`config.mk`:
```
export PLATFORM = sky130hd
export DESIGN_NAME = isa_attribute_id_registers
export DESIGN_NICKNAME = d
export VERILOG_FILES = /design/src/common/isa_id_pkg.sv /design/src/design/sat_event_counter.sv /design/src/design/isa_attribute_id_registers.sv
export SDC_FILE = /design/constraint.sdc
export NUM_CORES = 1
export LEC_CHECK = 0
export BUFFER_PORTS_ARGS = -buffer_cell sky130_fd_sc_hd__buf_2
export CAP_MARGIN = 30
export CORE_MARGIN = 2
export CORE_UTILIZATION = 47
export CTS_CLUSTER_SIZE = 24
export DETAILED_ROUTE_END_ITERATION = 10
export PLACE_DENSITY = 0.88
export SYNTH_ARGS = -nofsm -noshare
export SYNTH_HDL_FRONTEND = slang
export SYNTH_SLANG_ARGS = --single-unit
export TNS_END_PERCENT = 50
```
`constraint.sdc`:
```
create_clock -name clk -period 2.5 [get_ports clk]
set_input_delay 0.125 -clock clk [delete_from_list [all_inputs] [get_ports clk]]
set_output_delay 0.125 -clock clk [all_outputs]
set_load 0.01 [all_outputs]
```
`src/common/isa_id_pkg.sv`:
```
package isa_id_pkg;
   // register byte offsets on the bus
   localparam int ADDR_W = 8;
   localparam logic [7:0] WORD_ONE_OFS = 8'h00;
   localparam logic [7:0] WORD_TWO_OFS = 8'h04;
   localparam logic [7:0] WORD_THREE_OFS = 8'h08;
   localparam logic [7:0] WORD_FOUR_OFS = 8'h0c;
   localparam logic [7:0] CTRL_OFS = 8'h10;
   localparam logic [7:0] STAT_OFS = 8'h14;
   // bus responses
   localparam logic [1:0] RESP_OKAY = 2'h0;
   localparam logic [1:0] RESP_SLVERR = 2'h2;
   // control and status layout
   localparam int CTRL_ERR_BIT = 0;
   localparam logic CTRL_ERR_RESET = 1'h0;
   localparam int STAT_SEEN_BIT = 0;
   localparam int STAT_CNT_POS = 8;
   localparam int CNT_W = 8;
   localparam int FIELD_W = 4;
   // word one, low half fields and upper half position
   localparam int SIGN_EXTEND_POS = 12;
   localparam logic [3:0] SIGN_EXTEND_CODE = 4'h2;
   localparam int APP_PROFILE_EXC_POS = 8;
   localparam logic [3:0] APP_PROFILE_EXC_CODE = 4'h1;
   localparam int EXC_RETURN_POS = 4;
   localparam logic [3:0] EXC_RETURN_CODE = 4'h1;
   localparam int BYTE_ORDER_POS = 0;
   localparam logic [3:0] BYTE_ORDER_CODE = 4'h1;
   localparam int WORD_ONE_UPPER_POS = 16;
   // word two
   localparam int REVERSAL_POS = 28;
   localparam logic [3:0] REVERSAL_CODE = 4'h2;
   localparam int STATUS_ACCESS_POS = 24;
   localparam logic [3:0] STATUS_ACCESS_CODE = 4'h1;
   localparam int UNSIGNED_MUL_POS = 20;
   localparam logic [3:0] UNSIGNED_MUL_CODE = 4'h2;
   localparam int SIGNED_MUL_POS = 16;
   localparam logic [3:0] SIGNED_MUL_CODE = 4'h3;
   localparam int BASIC_MUL_POS = 12;
   localparam logic [3:0] BASIC_MUL_CODE = 4'h2;
   localparam int MULTI_ACCESS_POS = 8;
   localparam logic [3:0] MULTI_ACCESS_CODE = 4'h0;
   localparam int MEMORY_HINT_POS = 4;
   localparam logic [3:0] MEMORY_HINT_CODE = 4'h4;
   localparam int EXTRA_LDST_POS = 0;
   localparam logic [3:0] EXTRA_LDST_CODE = 4'h2;
   // word three
   localparam int EXEC_ENV_POS = 28;
   localparam logic [3:0] EXEC_ENV_CODE = 4'h0;
   localparam int TRUE_NOP_POS = 24;
   localparam logic [3:0] TRUE_NOP_CODE = 4'h1;
   localparam int LOW_MOVE_POS = 20;
   localparam logic [3:0] LOW_MOVE_CODE = 4'h1;
   localparam int TABLE_BRANCH_POS = 16;
   localparam logic [3:0] TABLE_BRANCH_CODE = 4'h1;
   localparam int SYNC_PRIM_POS = 12;
   localparam int SUPERVISOR_CALL_POS = 8;
   localparam logic [3:0] SUPERVISOR_CALL_CODE = 4'h1;
   localparam int PACKED_SIMD_POS = 4;
   localparam int SATURATE_POS = 0;
   localparam logic [3:0] SATURATE_CODE = 4'h1;
   // word four
   localparam int SWAP_LOCK_POS = 28;
   localparam logic [3:0] SWAP_LOCK_CODE = 4'h0;
   localparam int PROFILE_M_POS = 24;
   localparam logic [3:0] PROFILE_M_CODE = 4'h0;
   localparam int SYNC_FRAC_POS = 20;
   localparam logic [3:0] SYNC_FRAC_CODE = 4'h0;
   localparam int BARRIER_POS = 16;
   localparam logic [3:0] BARRIER_CODE = 4'h1;
   localparam int SECURE_CALL_POS = 12;
   localparam logic [3:0] SECURE_CALL_CODE = 4'h0;
   localparam int WRITE_BACK_POS = 8;
   localparam logic [3:0] WRITE_BACK_CODE = 4'h1;
   localparam int SHIFT_SUPPORT_POS = 4;
   localparam logic [3:0] SHIFT_SUPPORT_CODE = 4'h4;
   localparam int WORD_FOUR_LOW_POS = 0;
endpackage

```
`src/design/sat_event_counter.sv`:
```
`timescale 1ns/1ns
// saturating event counter, an event and a clear in the same cycle restart the count at one
module sat_event_counter #(
   parameter int W = 8
) (
   input wire logic clk,
   input wire logic reset_n,
   input wire logic ce,
   input wire logic inc,
   input wire logic clr,
   output logic [W-1:0] count
);
   // all ones means saturated, so a flood of writes cannot wrap to zero
   localparam logic [W-1:0] FULL = '1;
   localparam logic [W-1:0] ONE = W'(1);

   // count register, frozen while ce is low
   always_ff @(posedge clk or negedge reset_n)
   begin
      if (!reset_n)
      begin
         count <= '0;
      end
      else if (ce)
      begin
         // event with clear: restart from one, the event is kept
         if (inc && clr)
         begin
            count <= ONE;
         end
         else if (inc && count != FULL)
         begin
            count <= count + ONE;
         end
         else if (clr)
         begin
            count <= '0;
         end
      end
   end
endmodule // sat_event_counter

```
`src/design/isa_attribute_id_registers.sv`:
```
`timescale 1ns/1ns
// Summary of operation
// - word one extend field reads 0x2
// - word one profile exception field reads 0x1
// - word one exception return field reads 0x1
// - word one byte order field reads 0x1
// - 64-bit-only build may return any value
// - words two to four are read-only constants
// - word two reversal field reads 0x2
// - word two status access field reads 0x1
// - word two unsigned multiply field reads 0x2
// - word two signed multiply field reads 0x3
// - word two basic multiply field reads 0x2
// - word two multi-access field reads 0x0
// - word two memory hint field reads 0x4
// - word two extra load/store field reads 0x2
// - word three environment variant field reads 0x0
// - word three true no-op field reads 0x1
// - word three table branch field reads 0x1
// - word three supervisor call field reads 0x1
// - word three saturate field reads 0x1
// - word four swap locking field reads 0x0
// - word four barrier field reads 0x1
// - word four shift support field reads 0x4
module isa_attribute_id_registers #(
   parameter int ADDR_W = isa_id_pkg::ADDR_W,
   parameter bit ONLY_64BIT = 1'b0,
   parameter logic [15:0] WORD_ONE_UPPER = 16'h0000,
   parameter logic [3:0] SYNC_PRIM_CODE = 4'h0,
   parameter logic [3:0] PACKED_SIMD_CODE = 4'h0,
   parameter logic [3:0] WORD_FOUR_LOW_CODE = 4'h0
) (
   input wire logic clk,
   input wire logic reset_n,
   input wire logic ce,
   input wire logic [ADDR_W-1:0] awaddr,
   input wire logic [2:0] awprot,
   input wire logic awvalid,
   output logic awready,
   input wire logic [31:0] wdata,
   input wire logic [3:0] wstrb,
   input wire logic wvalid,
   output logic wready,
   output logic [1:0] bresp,
   output logic bvalid,
   input wire logic bready,
   input wire logic [ADDR_W-1:0] araddr,
   input wire logic [2:0] arprot,
   input wire logic arvalid,
   output logic arready,
   output logic [31:0] rdata,
   output logic [1:0] rresp,
   output logic rvalid,
   input wire logic rready
);
   // identification words as seen by software
   logic [31:0] word_one;
   logic [31:0] word_two;
   logic [31:0] word_three;
   logic [31:0] word_four;
   // write channel capture
   logic aw_got_q;
   logic w_got_q;
   logic [ADDR_W-1:0] awaddr_q;
   logic [31:0] wdata_q;
   logic [3:0] wstrb_q;
   logic bvalid_q;
   logic [1:0] bresp_q;
   // read channel
   logic rvalid_q;
   logic [31:0] rdata_q;
   logic [1:0] rresp_q;
   // control and status state
   logic err_on_id_write_q;
   logic write_seen_q;
   logic [isa_id_pkg::CNT_W-1:0] ignored_count;
   // decode strobes
   logic wr_fire;
   logic wr_id_hit;
   logic wr_ctrl_hit;
   logic wr_stat_hit;
   logic stat_clear;
   logic ar_fire;
   logic [31:0] rd_word;
   logic rd_hit;
   // word indexes of the map; address bits [1:0] are dropped, so compare at that width
   localparam logic [ADDR_W-3:0] ONE_IDX = (ADDR_W-2)'(isa_id_pkg::WORD_ONE_OFS >> 2);
   localparam logic [ADDR_W-3:0] TWO_IDX = (ADDR_W-2)'(isa_id_pkg::WORD_TWO_OFS >> 2);
   localparam logic [ADDR_W-3:0] THREE_IDX = (ADDR_W-2)'(isa_id_pkg::WORD_THREE_OFS >> 2);
   localparam logic [ADDR_W-3:0] FOUR_IDX = (ADDR_W-2)'(isa_id_pkg::WORD_FOUR_OFS >> 2);
   localparam logic [ADDR_W-3:0] CTRL_IDX = (ADDR_W-2)'(isa_id_pkg::CTRL_OFS >> 2);
   localparam logic [ADDR_W-3:0] STAT_IDX = (ADDR_W-2)'(isa_id_pkg::STAT_OFS >> 2);

   // word one: low fields fixed, upper half is a build parameter
   always_comb
   begin
      word_one = '0;
      word_one[isa_id_pkg::WORD_ONE_UPPER_POS +: 16] = WORD_ONE_UPPER;
      word_one[isa_id_pkg::SIGN_EXTEND_POS +: isa_id_pkg::FIELD_W] =
         isa_id_pkg::SIGN_EXTEND_CODE;
      word_one[isa_id_pkg::APP_PROFILE_EXC_POS +: isa_id_pkg::FIELD_W] =
         isa_id_pkg::APP_PROFILE_EXC_CODE;
      word_one[isa_id_pkg::EXC_RETURN_POS +: isa_id_pkg::FIELD_W] =
         isa_id_pkg::EXC_RETURN_CODE;
      word_one[isa_id_pkg::BYTE_ORDER_POS +: isa_id_pkg::FIELD_W] =
         isa_id_pkg::BYTE_ORDER_CODE;
   end

   // word two: all eight fields fixed
   always_comb
   begin
      word_two = '0;
      word_two[isa_id_pkg::REVERSAL_POS +: isa_id_pkg::FIELD_W] =
         isa_id_pkg::REVERSAL_CODE;
      word_two[isa_id_pkg::STATUS_ACCESS_POS +: isa_id_pkg::FIELD_W] =
         isa_id_pkg::STATUS_ACCESS_CODE;
      word_two[isa_id_pkg::UNSIGNED_MUL_POS +: isa_id_pkg::FIELD_W] =
         isa_id_pkg::UNSIGNED_MUL_CODE;
      word_two[isa_id_pkg::SIGNED_MUL_POS +: isa_id_pkg::FIELD_W] =
         isa_id_pkg::SIGNED_MUL_CODE;
      word_two[isa_id_pkg::BASIC_MUL_POS +: isa_id_pkg::FIELD_W] =
         isa_id_pkg::BASIC_MUL_CODE;
      word_two[isa_id_pkg::MULTI_ACCESS_POS +: isa_id_pkg::FIELD_W] =
         isa_id_pkg::MULTI_ACCESS_CODE;
      word_two[isa_id_pkg::MEMORY_HINT_POS +: isa_id_pkg::FIELD_W] =
         isa_id_pkg::MEMORY_HINT_CODE;
      word_two[isa_id_pkg::EXTRA_LDST_POS +: isa_id_pkg::FIELD_W] =
         isa_id_pkg::EXTRA_LDST_CODE;
   end

   // word three: two fields have no fixed code and come from parameters
   always_comb
   begin
      word_three = '0;
      word_three[isa_id_pkg::EXEC_ENV_POS +: isa_id_pkg::FIELD_W] =
         isa_id_pkg::EXEC_ENV_CODE;
      word_three[isa_id_pkg::TRUE_NOP_POS +: isa_id_pkg::FIELD_W] =
         isa_id_pkg::TRUE_NOP_CODE;
      word_three[isa_id_pkg::LOW_MOVE_POS +: isa_id_pkg::FIELD_W] =
         isa_id_pkg::LOW_MOVE_CODE;
      word_three[isa_id_pkg::TABLE_BRANCH_POS +: isa_id_pkg::FIELD_W] =
         isa_id_pkg::TABLE_BRANCH_CODE;
      word_three[isa_id_pkg::SYNC_PRIM_POS +: isa_id_pkg::FIELD_W] = SYNC_PRIM_CODE;
      word_three[isa_id_pkg::SUPERVISOR_CALL_POS +: isa_id_pkg::FIELD_W] =
         isa_id_pkg::SUPERVISOR_CALL_CODE;
      word_three[isa_id_pkg::PACKED_SIMD_POS +: isa_id_pkg::FIELD_W] = PACKED_SIMD_CODE;
      word_three[isa_id_pkg::SATURATE_POS +: isa_id_pkg::FIELD_W] =
         isa_id_pkg::SATURATE_CODE;
   end

   // word four: lowest field is a build parameter
   always_comb
   begin
      word_four = '0;
      word_four[isa_id_pkg::SWAP_LOCK_POS +: isa_id_pkg::FIELD_W] =
         isa_id_pkg::SWAP_LOCK_CODE;
      word_four[isa_id_pkg::PROFILE_M_POS +: isa_id_pkg::FIELD_W] =
         isa_id_pkg::PROFILE_M_CODE;
      word_four[isa_id_pkg::SYNC_FRAC_POS +: isa_id_pkg::FIELD_W] =
         isa_id_pkg::SYNC_FRAC_CODE;
      word_four[isa_id_pkg::BARRIER_POS +: isa_id_pkg::FIELD_W] =
         isa_id_pkg::BARRIER_CODE;
      word_four[isa_id_pkg::SECURE_CALL_POS +: isa_id_pkg::FIELD_W] =
         isa_id_pkg::SECURE_CALL_CODE;
      word_four[isa_id_pkg::WRITE_BACK_POS +: isa_id_pkg::FIELD_W] =
         isa_id_pkg::WRITE_BACK_CODE;
      word_four[isa_id_pkg::SHIFT_SUPPORT_POS +: isa_id_pkg::FIELD_W] =
         isa_id_pkg::SHIFT_SUPPORT_CODE;
      word_four[isa_id_pkg::WORD_FOUR_LOW_POS +: isa_id_pkg::FIELD_W] = WORD_FOUR_LOW_CODE;
   end

   // handshakes; nothing is taken while frozen, and one write at a time
   assign awready = ce && !aw_got_q && !bvalid_q;
   assign wready = ce && !w_got_q && !bvalid_q;
   assign arready = ce && !rvalid_q;
   assign ar_fire = arvalid && arready;
   assign wr_fire = ce && aw_got_q && w_got_q && !bvalid_q;

   // write decode on the captured address, low two bits ignored
   always_comb
   begin
      wr_id_hit = 1'b0;
      wr_ctrl_hit = 1'b0;
      wr_stat_hit = 1'b0;
      case (awaddr_q[ADDR_W-1:2])
         ONE_IDX,
         TWO_IDX,
         THREE_IDX,
         FOUR_IDX: wr_id_hit = 1'b1;
         CTRL_IDX: wr_ctrl_hit = 1'b1;
         STAT_IDX: wr_stat_hit = 1'b1;
         default: wr_id_hit = 1'b0; // unmapped
      endcase
   end

   // status clear is write-one to the seen bit through byte lane 0
   assign stat_clear = wr_fire && wr_stat_hit && wstrb_q[0] &&
      wdata_q[isa_id_pkg::STAT_SEEN_BIT];

   // write address capture
   always_ff @(posedge clk or negedge reset_n)
   begin
      if (!reset_n)
      begin
         aw_got_q <= 1'b0;
         awaddr_q <= '0;
      end
      else if (ce)
      begin
         if (awvalid && awready)
         begin
            aw_got_q <= 1'b1;
            awaddr_q <= awaddr;
         end
         else if (wr_fire)
         begin
            aw_got_q <= 1'b0;
         end
      end
   end

   // write data capture, may arrive before or after the address
   always_ff @(posedge clk or negedge reset_n)
   begin
      if (!reset_n)
      begin
         w_got_q <= 1'b0;
         wdata_q <= '0;
         wstrb_q <= '0;
      end
      else if (ce)
      begin
         if (wvalid && wready)
         begin
            w_got_q <= 1'b1;
            wdata_q <= wdata;
            wstrb_q <= wstrb;
         end
         else if (wr_fire)
         begin
            w_got_q <= 1'b0;
         end
      end
   end

   // write response; identification words store nothing
   always_ff @(posedge clk or negedge reset_n)
   begin
      if (!reset_n)
      begin
         bvalid_q <= 1'b0;
         bresp_q <= isa_id_pkg::RESP_OKAY;
      end
      else if (ce)
      begin
         if (wr_fire)
         begin
            bvalid_q <= 1'b1;
            // ignored id write answers as control selects
            if (wr_id_hit)
            begin
               bresp_q <= err_on_id_write_q ? isa_id_pkg::RESP_SLVERR : isa_id_pkg::RESP_OKAY;
            end
            else if (wr_ctrl_hit || wr_stat_hit)
            begin
               bresp_q <= isa_id_pkg::RESP_OKAY;
            end
            else
            begin
               bresp_q <= isa_id_pkg::RESP_SLVERR;
            end
         end
         else if (bready)
         begin
            bvalid_q <= 1'b0;
         end
      end
   end

   // control register, only lane 0 carries a bit
   always_ff @(posedge clk or negedge reset_n)
   begin
      if (!reset_n)
      begin
         err_on_id_write_q <= isa_id_pkg::CTRL_ERR_RESET;
      end
      else if (ce && wr_fire && wr_ctrl_hit && wstrb_q[0])
      begin
         err_on_id_write_q <= wdata_q[isa_id_pkg::CTRL_ERR_BIT];
      end
   end

   // sticky flag for an ignored id write; the set beats the clear
   always_ff @(posedge clk or negedge reset_n)
   begin
      if (!reset_n)
      begin
         write_seen_q <= 1'b0;
      end
      else if (ce)
      begin
         if (wr_fire && wr_id_hit)
         begin
            write_seen_q <= 1'b1;
         end
         else if (stat_clear)
         begin
            write_seen_q <= 1'b0;
         end
      end
   end

   // count of ignored id writes
   sat_event_counter #(
      .W(isa_id_pkg::CNT_W)
   ) u_ignored (
      .clk(clk),
      .reset_n(reset_n),
      .ce(ce),
      .inc(wr_fire && wr_id_hit),
      .clr(stat_clear),
      .count(ignored_count)
   );

   // read decode; a 64-bit-only build hides the words as zero
   always_comb
   begin
      rd_word = '0;
      rd_hit = 1'b1;
      case (araddr[ADDR_W-1:2])
         ONE_IDX: rd_word = ONLY_64BIT ? '0 : word_one;
         TWO_IDX: rd_word = ONLY_64BIT ? '0 : word_two;
         THREE_IDX: rd_word = ONLY_64BIT ? '0 : word_three;
         FOUR_IDX: rd_word = ONLY_64BIT ? '0 : word_four;
         CTRL_IDX: rd_word[isa_id_pkg::CTRL_ERR_BIT] = err_on_id_write_q;
         STAT_IDX:
         begin
            rd_word[isa_id_pkg::STAT_SEEN_BIT] = write_seen_q;
            rd_word[isa_id_pkg::STAT_CNT_POS +: isa_id_pkg::CNT_W] = ignored_count;
         end
         default: rd_hit = 1'b0; // unmapped reads zero with error
      endcase
   end

   // read data channel, held until rready
   always_ff @(posedge clk or negedge reset_n)
   begin
      if (!reset_n)
      begin
         rvalid_q <= 1'b0;
         rdata_q <= '0;
         rresp_q <= isa_id_pkg::RESP_OKAY;
      end
      else if (ce)
      begin
         if (ar_fire)
         begin
            rvalid_q <= 1'b1;
            rdata_q <= rd_word;
            rresp_q <= rd_hit ? isa_id_pkg::RESP_OKAY : isa_id_pkg::RESP_SLVERR;
         end
         else if (rready)
         begin
            rvalid_q <= 1'b0;
         end
      end
   end

   assign bvalid = bvalid_q;
   assign bresp = bresp_q;
   assign rvalid = rvalid_q;
   assign rdata = rdata_q;
   assign rresp = rresp_q;
endmodule // isa_attribute_id_registers

```
# Word level (Yosys, flattened, before mapping)
# Cells that the tools add are included.
[word_totals] regBits=60 elab_cells=96
[op_classes] n_addsub=1 eq_ne=11 mux=24 reduce_logical=47
[op_table] cell="$pmux W14 S3" count=1
[op_table] cell="$pmux W8 S4" count=1
[op_table] cell="$eq A6 B2 Y1 const B" count=4
[op_table] cell="$eq A6 B3 Y1 const B" count=4
[op_table] cell="$mux W8" count=3
[op_table] cell="$logic_and A1 B1 Y1" count=20
[op_table] cell="$reduce_and A2 Y1" count=10
[op_table] cell="$pmux W6 S3" count=1
[op_table] cell="$mux W1" count=13
[op_table] cell="$eq A6 B1 Y1 const B" count=2
[op_table] cell="$logic_not A6 Y1" count=2
[op_table] cell="$reduce_bool A2 Y1" count=5
[op_table] cell="$add A8 B1 Y8 const B" count=1
[op_table] cell="$mux W2" count=4
[op_table] cell="$ne A8 B8 Y1 const B" count=1
[op_table] cell="$reduce_or A6 Y1" count=1
[op_table] cell="$logic_not A1 Y1" count=4
[op_table] cell="$reduce_or A2 Y1" count=2
[op_table] cell="$reduce_or A4 Y1" count=1
[op_table] cell="$pmux W1 S3" count=1
[op_table] cell="$reduce_bool A3 Y1" count=1
[op_table] cell="$logic_or A1 B1 Y1" count=1

# Depth between registers and ports, before layout
[logic_depth] depth_word=9 mapped_depth=6

# Modules after synthesis
# A second synthesis with hierarchy kept.
[unflattened] hier_cells=205 hier_area_um2=2043.2
[by_module_without_submodules] mod="isa_attribute_id_registers" n_inst=1 cells_each=148 area_each_um2=1530.2
[by_module_without_submodules] mod="sat_event_counter" n_inst=1 cells_each=57 area_each_um2=513.0

# Worst setup path before layout
# Ideal clock, no wire load.
[synth_path] path_type="register to register" from="register bvalid_q, in the netlist bvalid" to="register write_seen_q" setup_ns=0.121 arrival_ns=1.522 t_required_ns=2.379 setup_slack_ns=0.857 stages_incl_launch_ff=4 synth_period_minus_slack_ns=1.643 cell_sequence="dfrtp_1 -> nand4b_2 -> or4_4 -> a22o_1"
[synth_between] elab_chain_cells=7 elab_cells_between_ends=9
[synth_rtl] item="start, declared" line="isa_attribute_id_registers.sv:67" source="logic bvalid_q;"
[synth_rtl] item="start signal, assigned" line="isa_attribute_id_registers.sv:251" source="bvalid_q <= 1'b0;"
[synth_rtl] item="start signal, assigned" line="isa_attribute_id_registers.sv:258" source="bvalid_q <= 1'b1;"
[synth_rtl] item="start signal, assigned" line="isa_attribute_id_registers.sv:275" source="bvalid_q <= 1'b0;"
[synth_rtl] item="$logic_not A1 Y1 (*)" line="isa_attribute_id_registers.sv:177" source="assign wr_fire = ce && aw_got_q && w_got_q && !bvalid_q;"
[synth_rtl] item="$logic_and A1 B1 Y1 (*)" line="isa_attribute_id_registers.sv:177"
[synth_rtl] item="$logic_and A1 B1 Y1 (3 in series)" line="isa_attribute_id_registers.sv:197" source="assign stat_clear = wr_fire && wr_stat_hit && wstrb_q[0] &&"
[synth_rtl] item="$reduce_bool A2 Y1 (no line)"
[synth_rtl] item="$reduce_and A2 Y1 (no line)"
[synth_rtl] item="end signal, assigned" line="isa_attribute_id_registers.sv:298" source="write_seen_q <= 1'b0;"
[synth_rtl] item="end signal, assigned" line="isa_attribute_id_registers.sv:304" source="write_seen_q <= 1'b1;"
[synth_rtl] item="end signal, assigned" line="isa_attribute_id_registers.sv:308" source="write_seen_q <= 1'b0;"
[synth_rtl] item="end, declared" line="isa_attribute_id_registers.sv:75" source="logic write_seen_q;"
# Mark *: on every way between the ends. The rest lies on a longest branch, timed or not.
# A chain may end at the register's enable or synchronous reset.

# Worst setup path in the final report
[layout_path] from="register awaddr_q[4]" to="register u_ignored.count[7]"
[layout_between] elab_chain_cells=8 elab_cells_between_ends=18
[layout_rtl] item="start, declared" line="isa_attribute_id_registers.sv:64" source="logic [ADDR_W-1:0] awaddr_q;"
[layout_rtl] item="start signal, assigned" line="isa_attribute_id_registers.sv:213" source="awaddr_q <= awaddr;"
[layout_rtl] item="$eq A6 B3 Y1" line="isa_attribute_id_registers.sv:185" source="case (awaddr_q[ADDR_W-1:2])"
[layout_rtl] item="$mux W1" line="isa_attribute_id_registers.sv:185"
[layout_rtl] item="$logic_and A1 B1 Y1 (3 in series)" line="isa_attribute_id_registers.sv:197"
[layout_rtl] item="$logic_and A1 B1 Y1" line="sat_event_counter.sv:27" source="if (inc && clr)"
[layout_rtl] item="$reduce_bool A3 Y1 (no line)"
[layout_rtl] item="$reduce_and A2 Y1 (no line)"
[layout_rtl] item="end signal, assigned" line="sat_event_counter.sv:33" source="count <= count + ONE;"
[layout_rtl] item="end, declared" line="sat_event_counter.sv:11" source="output logic [W-1:0] count"
# Several ways; a longest one is shown, not always the timed one.

==> reports/qor.csv <==
metric;value;unit
Slew Viols, Final;0;
Worst VDD drop;0.000495;V
CP startpoint;awaddr_q[4];
vias in the first global route;1291;
Buf/Inv on CP;0;
Hold Path Class;primary input to flip-flop;
number of flops mapped to enable cells by yosys;0;
Nets;287;
final hold vios;0;
WL/cell;12.5;um
Leak;1.11;nW
die area;4570;sq um
cts bufs inserted;5;
multi-input logic area;774;sq um
Synth top area share;0.527;
First-pass DRT Iterations;4;
Setup Skew;0.00481;ns
I/O pins;107;
floorplan row count;23;
# Post-CTS Setup Buffers;0;
diode count;0;
sequential fraction of the synthesis area;0.527;
total of max-cap violations;0;
Port Buffers;46;
Setup Crit Path Kind;flip-flop to flip-flop;
clk_lat worst skew;0.28;ns
Syn Std Cell Area;1900;sq um
delay-heaviest family, CP;simple AND/OR/NAND/NOR gates;
drt initial violations;71;
DRT Wirelength;3380;um
crit-path cells;nor4_2, o211ai_1, or4_1, a21oi_1;
drt drc;0;
CP Max Fanout;14;
FILL cells;336;
final core occ;0.554;
relative slew slack;0.420;
area grow syn2layout;15.1;%
CP Capture Type;flip-flop;
FMAX;0.500;GHz
Worst path slowest cell;or4_1;
clock sinks;40;
Final TNS setup;0;ns
largest area contributor in the netlist;dfrtp_1;
CTS Root Cell;clkbuf_8;
initial antenna violation count;0;
PD cells;777;nW/um^2
arrival time worst endpoint;2.21;ns
most numerous cell in the Yosys netlist;dfrtp_1;
Synth Instances;174;
Synth Area per Inst;10.9;sq um
Setup Viol. Count Final;0;
Worst Tran Pin Value;0.866;ns
total grt overflow;0;
total power;0.00170;W
chip height;67.6;um
final worst path period share;0.799;
Vias;1412;
Max H-tree Level;2;
Post-synth ARST share;1.00;
crit path launch type;flip-flop;
GRT Overall Usage;0.165;
Synth top cells by count;dfrtp_1, buf_4, nand2_1, a22o_1, o21ai_0;
post-place setup slack;0.518;ns
Worst EP required;2.71;ns
min Tclk post-route;2.00;ns
RSZ-0062 raised after global routing;no;
synthesis warning total;0;
Vias/cell;5.23;
DRT antenna net count;0;
largest net degree at the start of global routing;41;
Synth Flop Type;dfrtp_1;
layout cells sized above 1;0.300;
Reg-to-Reg Start;awaddr_q[4];
Die W;67.6;um
synth top area cells;dfrtp_1, buf_4, a22o_1, mux2_2, nand2_1;
count of state elements after synthesis;40;
CTS tree;yes;
hold path start;awaddr[2];
setup ws final;0.502;ns
first-pass GRT wire length;5540;um
core region area;3940;sq um
Clock Pin Slew Worst Setup and Hold Paths;0.07;ns
status;complete, no violations;
CP peak stage delay;0.58;ns
clock buffer depth;2;
Starting Density;0.482;
Storage cell area;1000;sq um
dpl hpwl;2560;um
Distinct cells, synth;37;
RePlAce Congestion;0.812;
-- per-stage QoR --
stage	instance area [sq um]	std cells	hold slack, ns
5_1_grt	2190	270	0.0565
4_1_cts	2190	270	0.0593
3_5_place_dp	2100	262	0.287
6_report	2190	270	0.0673
3_3_place_gp	2100	262	0.276
2_1_floorplan	1960	189	-0.171
-- cell type report --
| cell class | instances | area share |
|---|---|---|
| Sequential cell | 40 | 0.458 |
| Inverter | 4 | 0.00687 |
| Multi-Input combinational cell | 120 | 0.354 |
| Timing Repair Buffer | 49 | 0.117 |
| Clock buffer | 6 | 0.0332 |
| Tap cell | 50 | 0.0286 |
| Clock inverter | 1 | 0.00229 |
-- worst paths after layout --
path                                 endpoint  cells after the start  slack [ns]
hold / removal                    awaddr_q[2]                      2        0.07
max in group asynchronous   err_on_id_write_q                      2        1.49
min in group asynchronous            rdata[9]                      2        0.49
setup / recovery           u_ignored.count[7]                      4        0.50
hold reg to reg                     rdata[16]                      2        0.48
setup reg to reg           u_ignored.count[7]                      4        0.50
-- placed cells by master, fill, tap and decap left out, types with 4 or more instances in the layout --
| master | Yosys | layout |
|---|---|---|
| a22o_1 | 14 | 14 |
| clkbuf_8 | 0 | 5 |
| inv_1 | 4 | 4 |
| nand3_1 | 5 | 5 |
| conb_1 | 1 | 16 |
| nor2_1 | 6 | 6 |
| buf_2 | 3 | 46 |
| nand2_1 | 17 | 17 |
| o21ai_0 | 9 | 9 |
| a21oi_1 | 6 | 6 |
| dfrtp_1 | 40 | 40 |
| mux2_2 | 8 | 8 |
-- worst reg2reg max path, stage by stage, from the launching register on --
cell and delay, ns:
dfrtp_1 0.42, nor4_2 0.34, o211ai_1 0.41, or4_1 0.59, a21oi_1 0.16
-- logic make-up (layout without fill, tap and decap cells) --
family                   Yosys count  in the layout  synth area share
buffers and inverters             29             60            0.0949
other                              1             16           0.00197
AO/OA/AOI/OAI                     40             40             0.151
flip-flops                        40             40             0.527
XOR/XNOR                           1              1           0.00461
adder cells (fa/ha/maj)            1              1           0.00659
AND/OR/NAND/NOR                   52             52             0.156
multiplexers                      10             10            0.0580
-- state kept, by name, indices dropped and copies added, names as in the netlist --
name,cells
awaddr_q,6
u_ignored.count,8
rvalid,1
rresp,1
wstrb_q,1
bvalid,1
wdata_q,1
bresp,1
rdata,16
w_got_q,1
aw_got_q,1
err_on_id_write_q,1
write_seen_q,1
-- power by group --
part	switching (W)	internal (W)	leakage (nW)	total, W
clock	0.000200	0.000189	0.0410	0.000390
combinational	0.000192	0.000200	0.553	0.000392
sequential	0.000124	0.000793	0.520	0.000917
-- what timing repair did --
| item | CTS | global route |
|---|---|---|
| gates resized for setup | 0 | 0 |
| hold buffers | 1 | 0 |
| hold endpoints to repair | 40 | 0 |
-- metal layers --
metal	routed length, um	share of wire	up-vias	track usage
li1	-	-	688	-
met1	1470	0.43	674	0.188
met2	1660	0.49	45	0.282
met3	191	0.057	5	0.0517
met4	60	0.018	0	0.0740
met5	0	0	-	0
No activity file was read; power rests on OpenSTA's default activity.
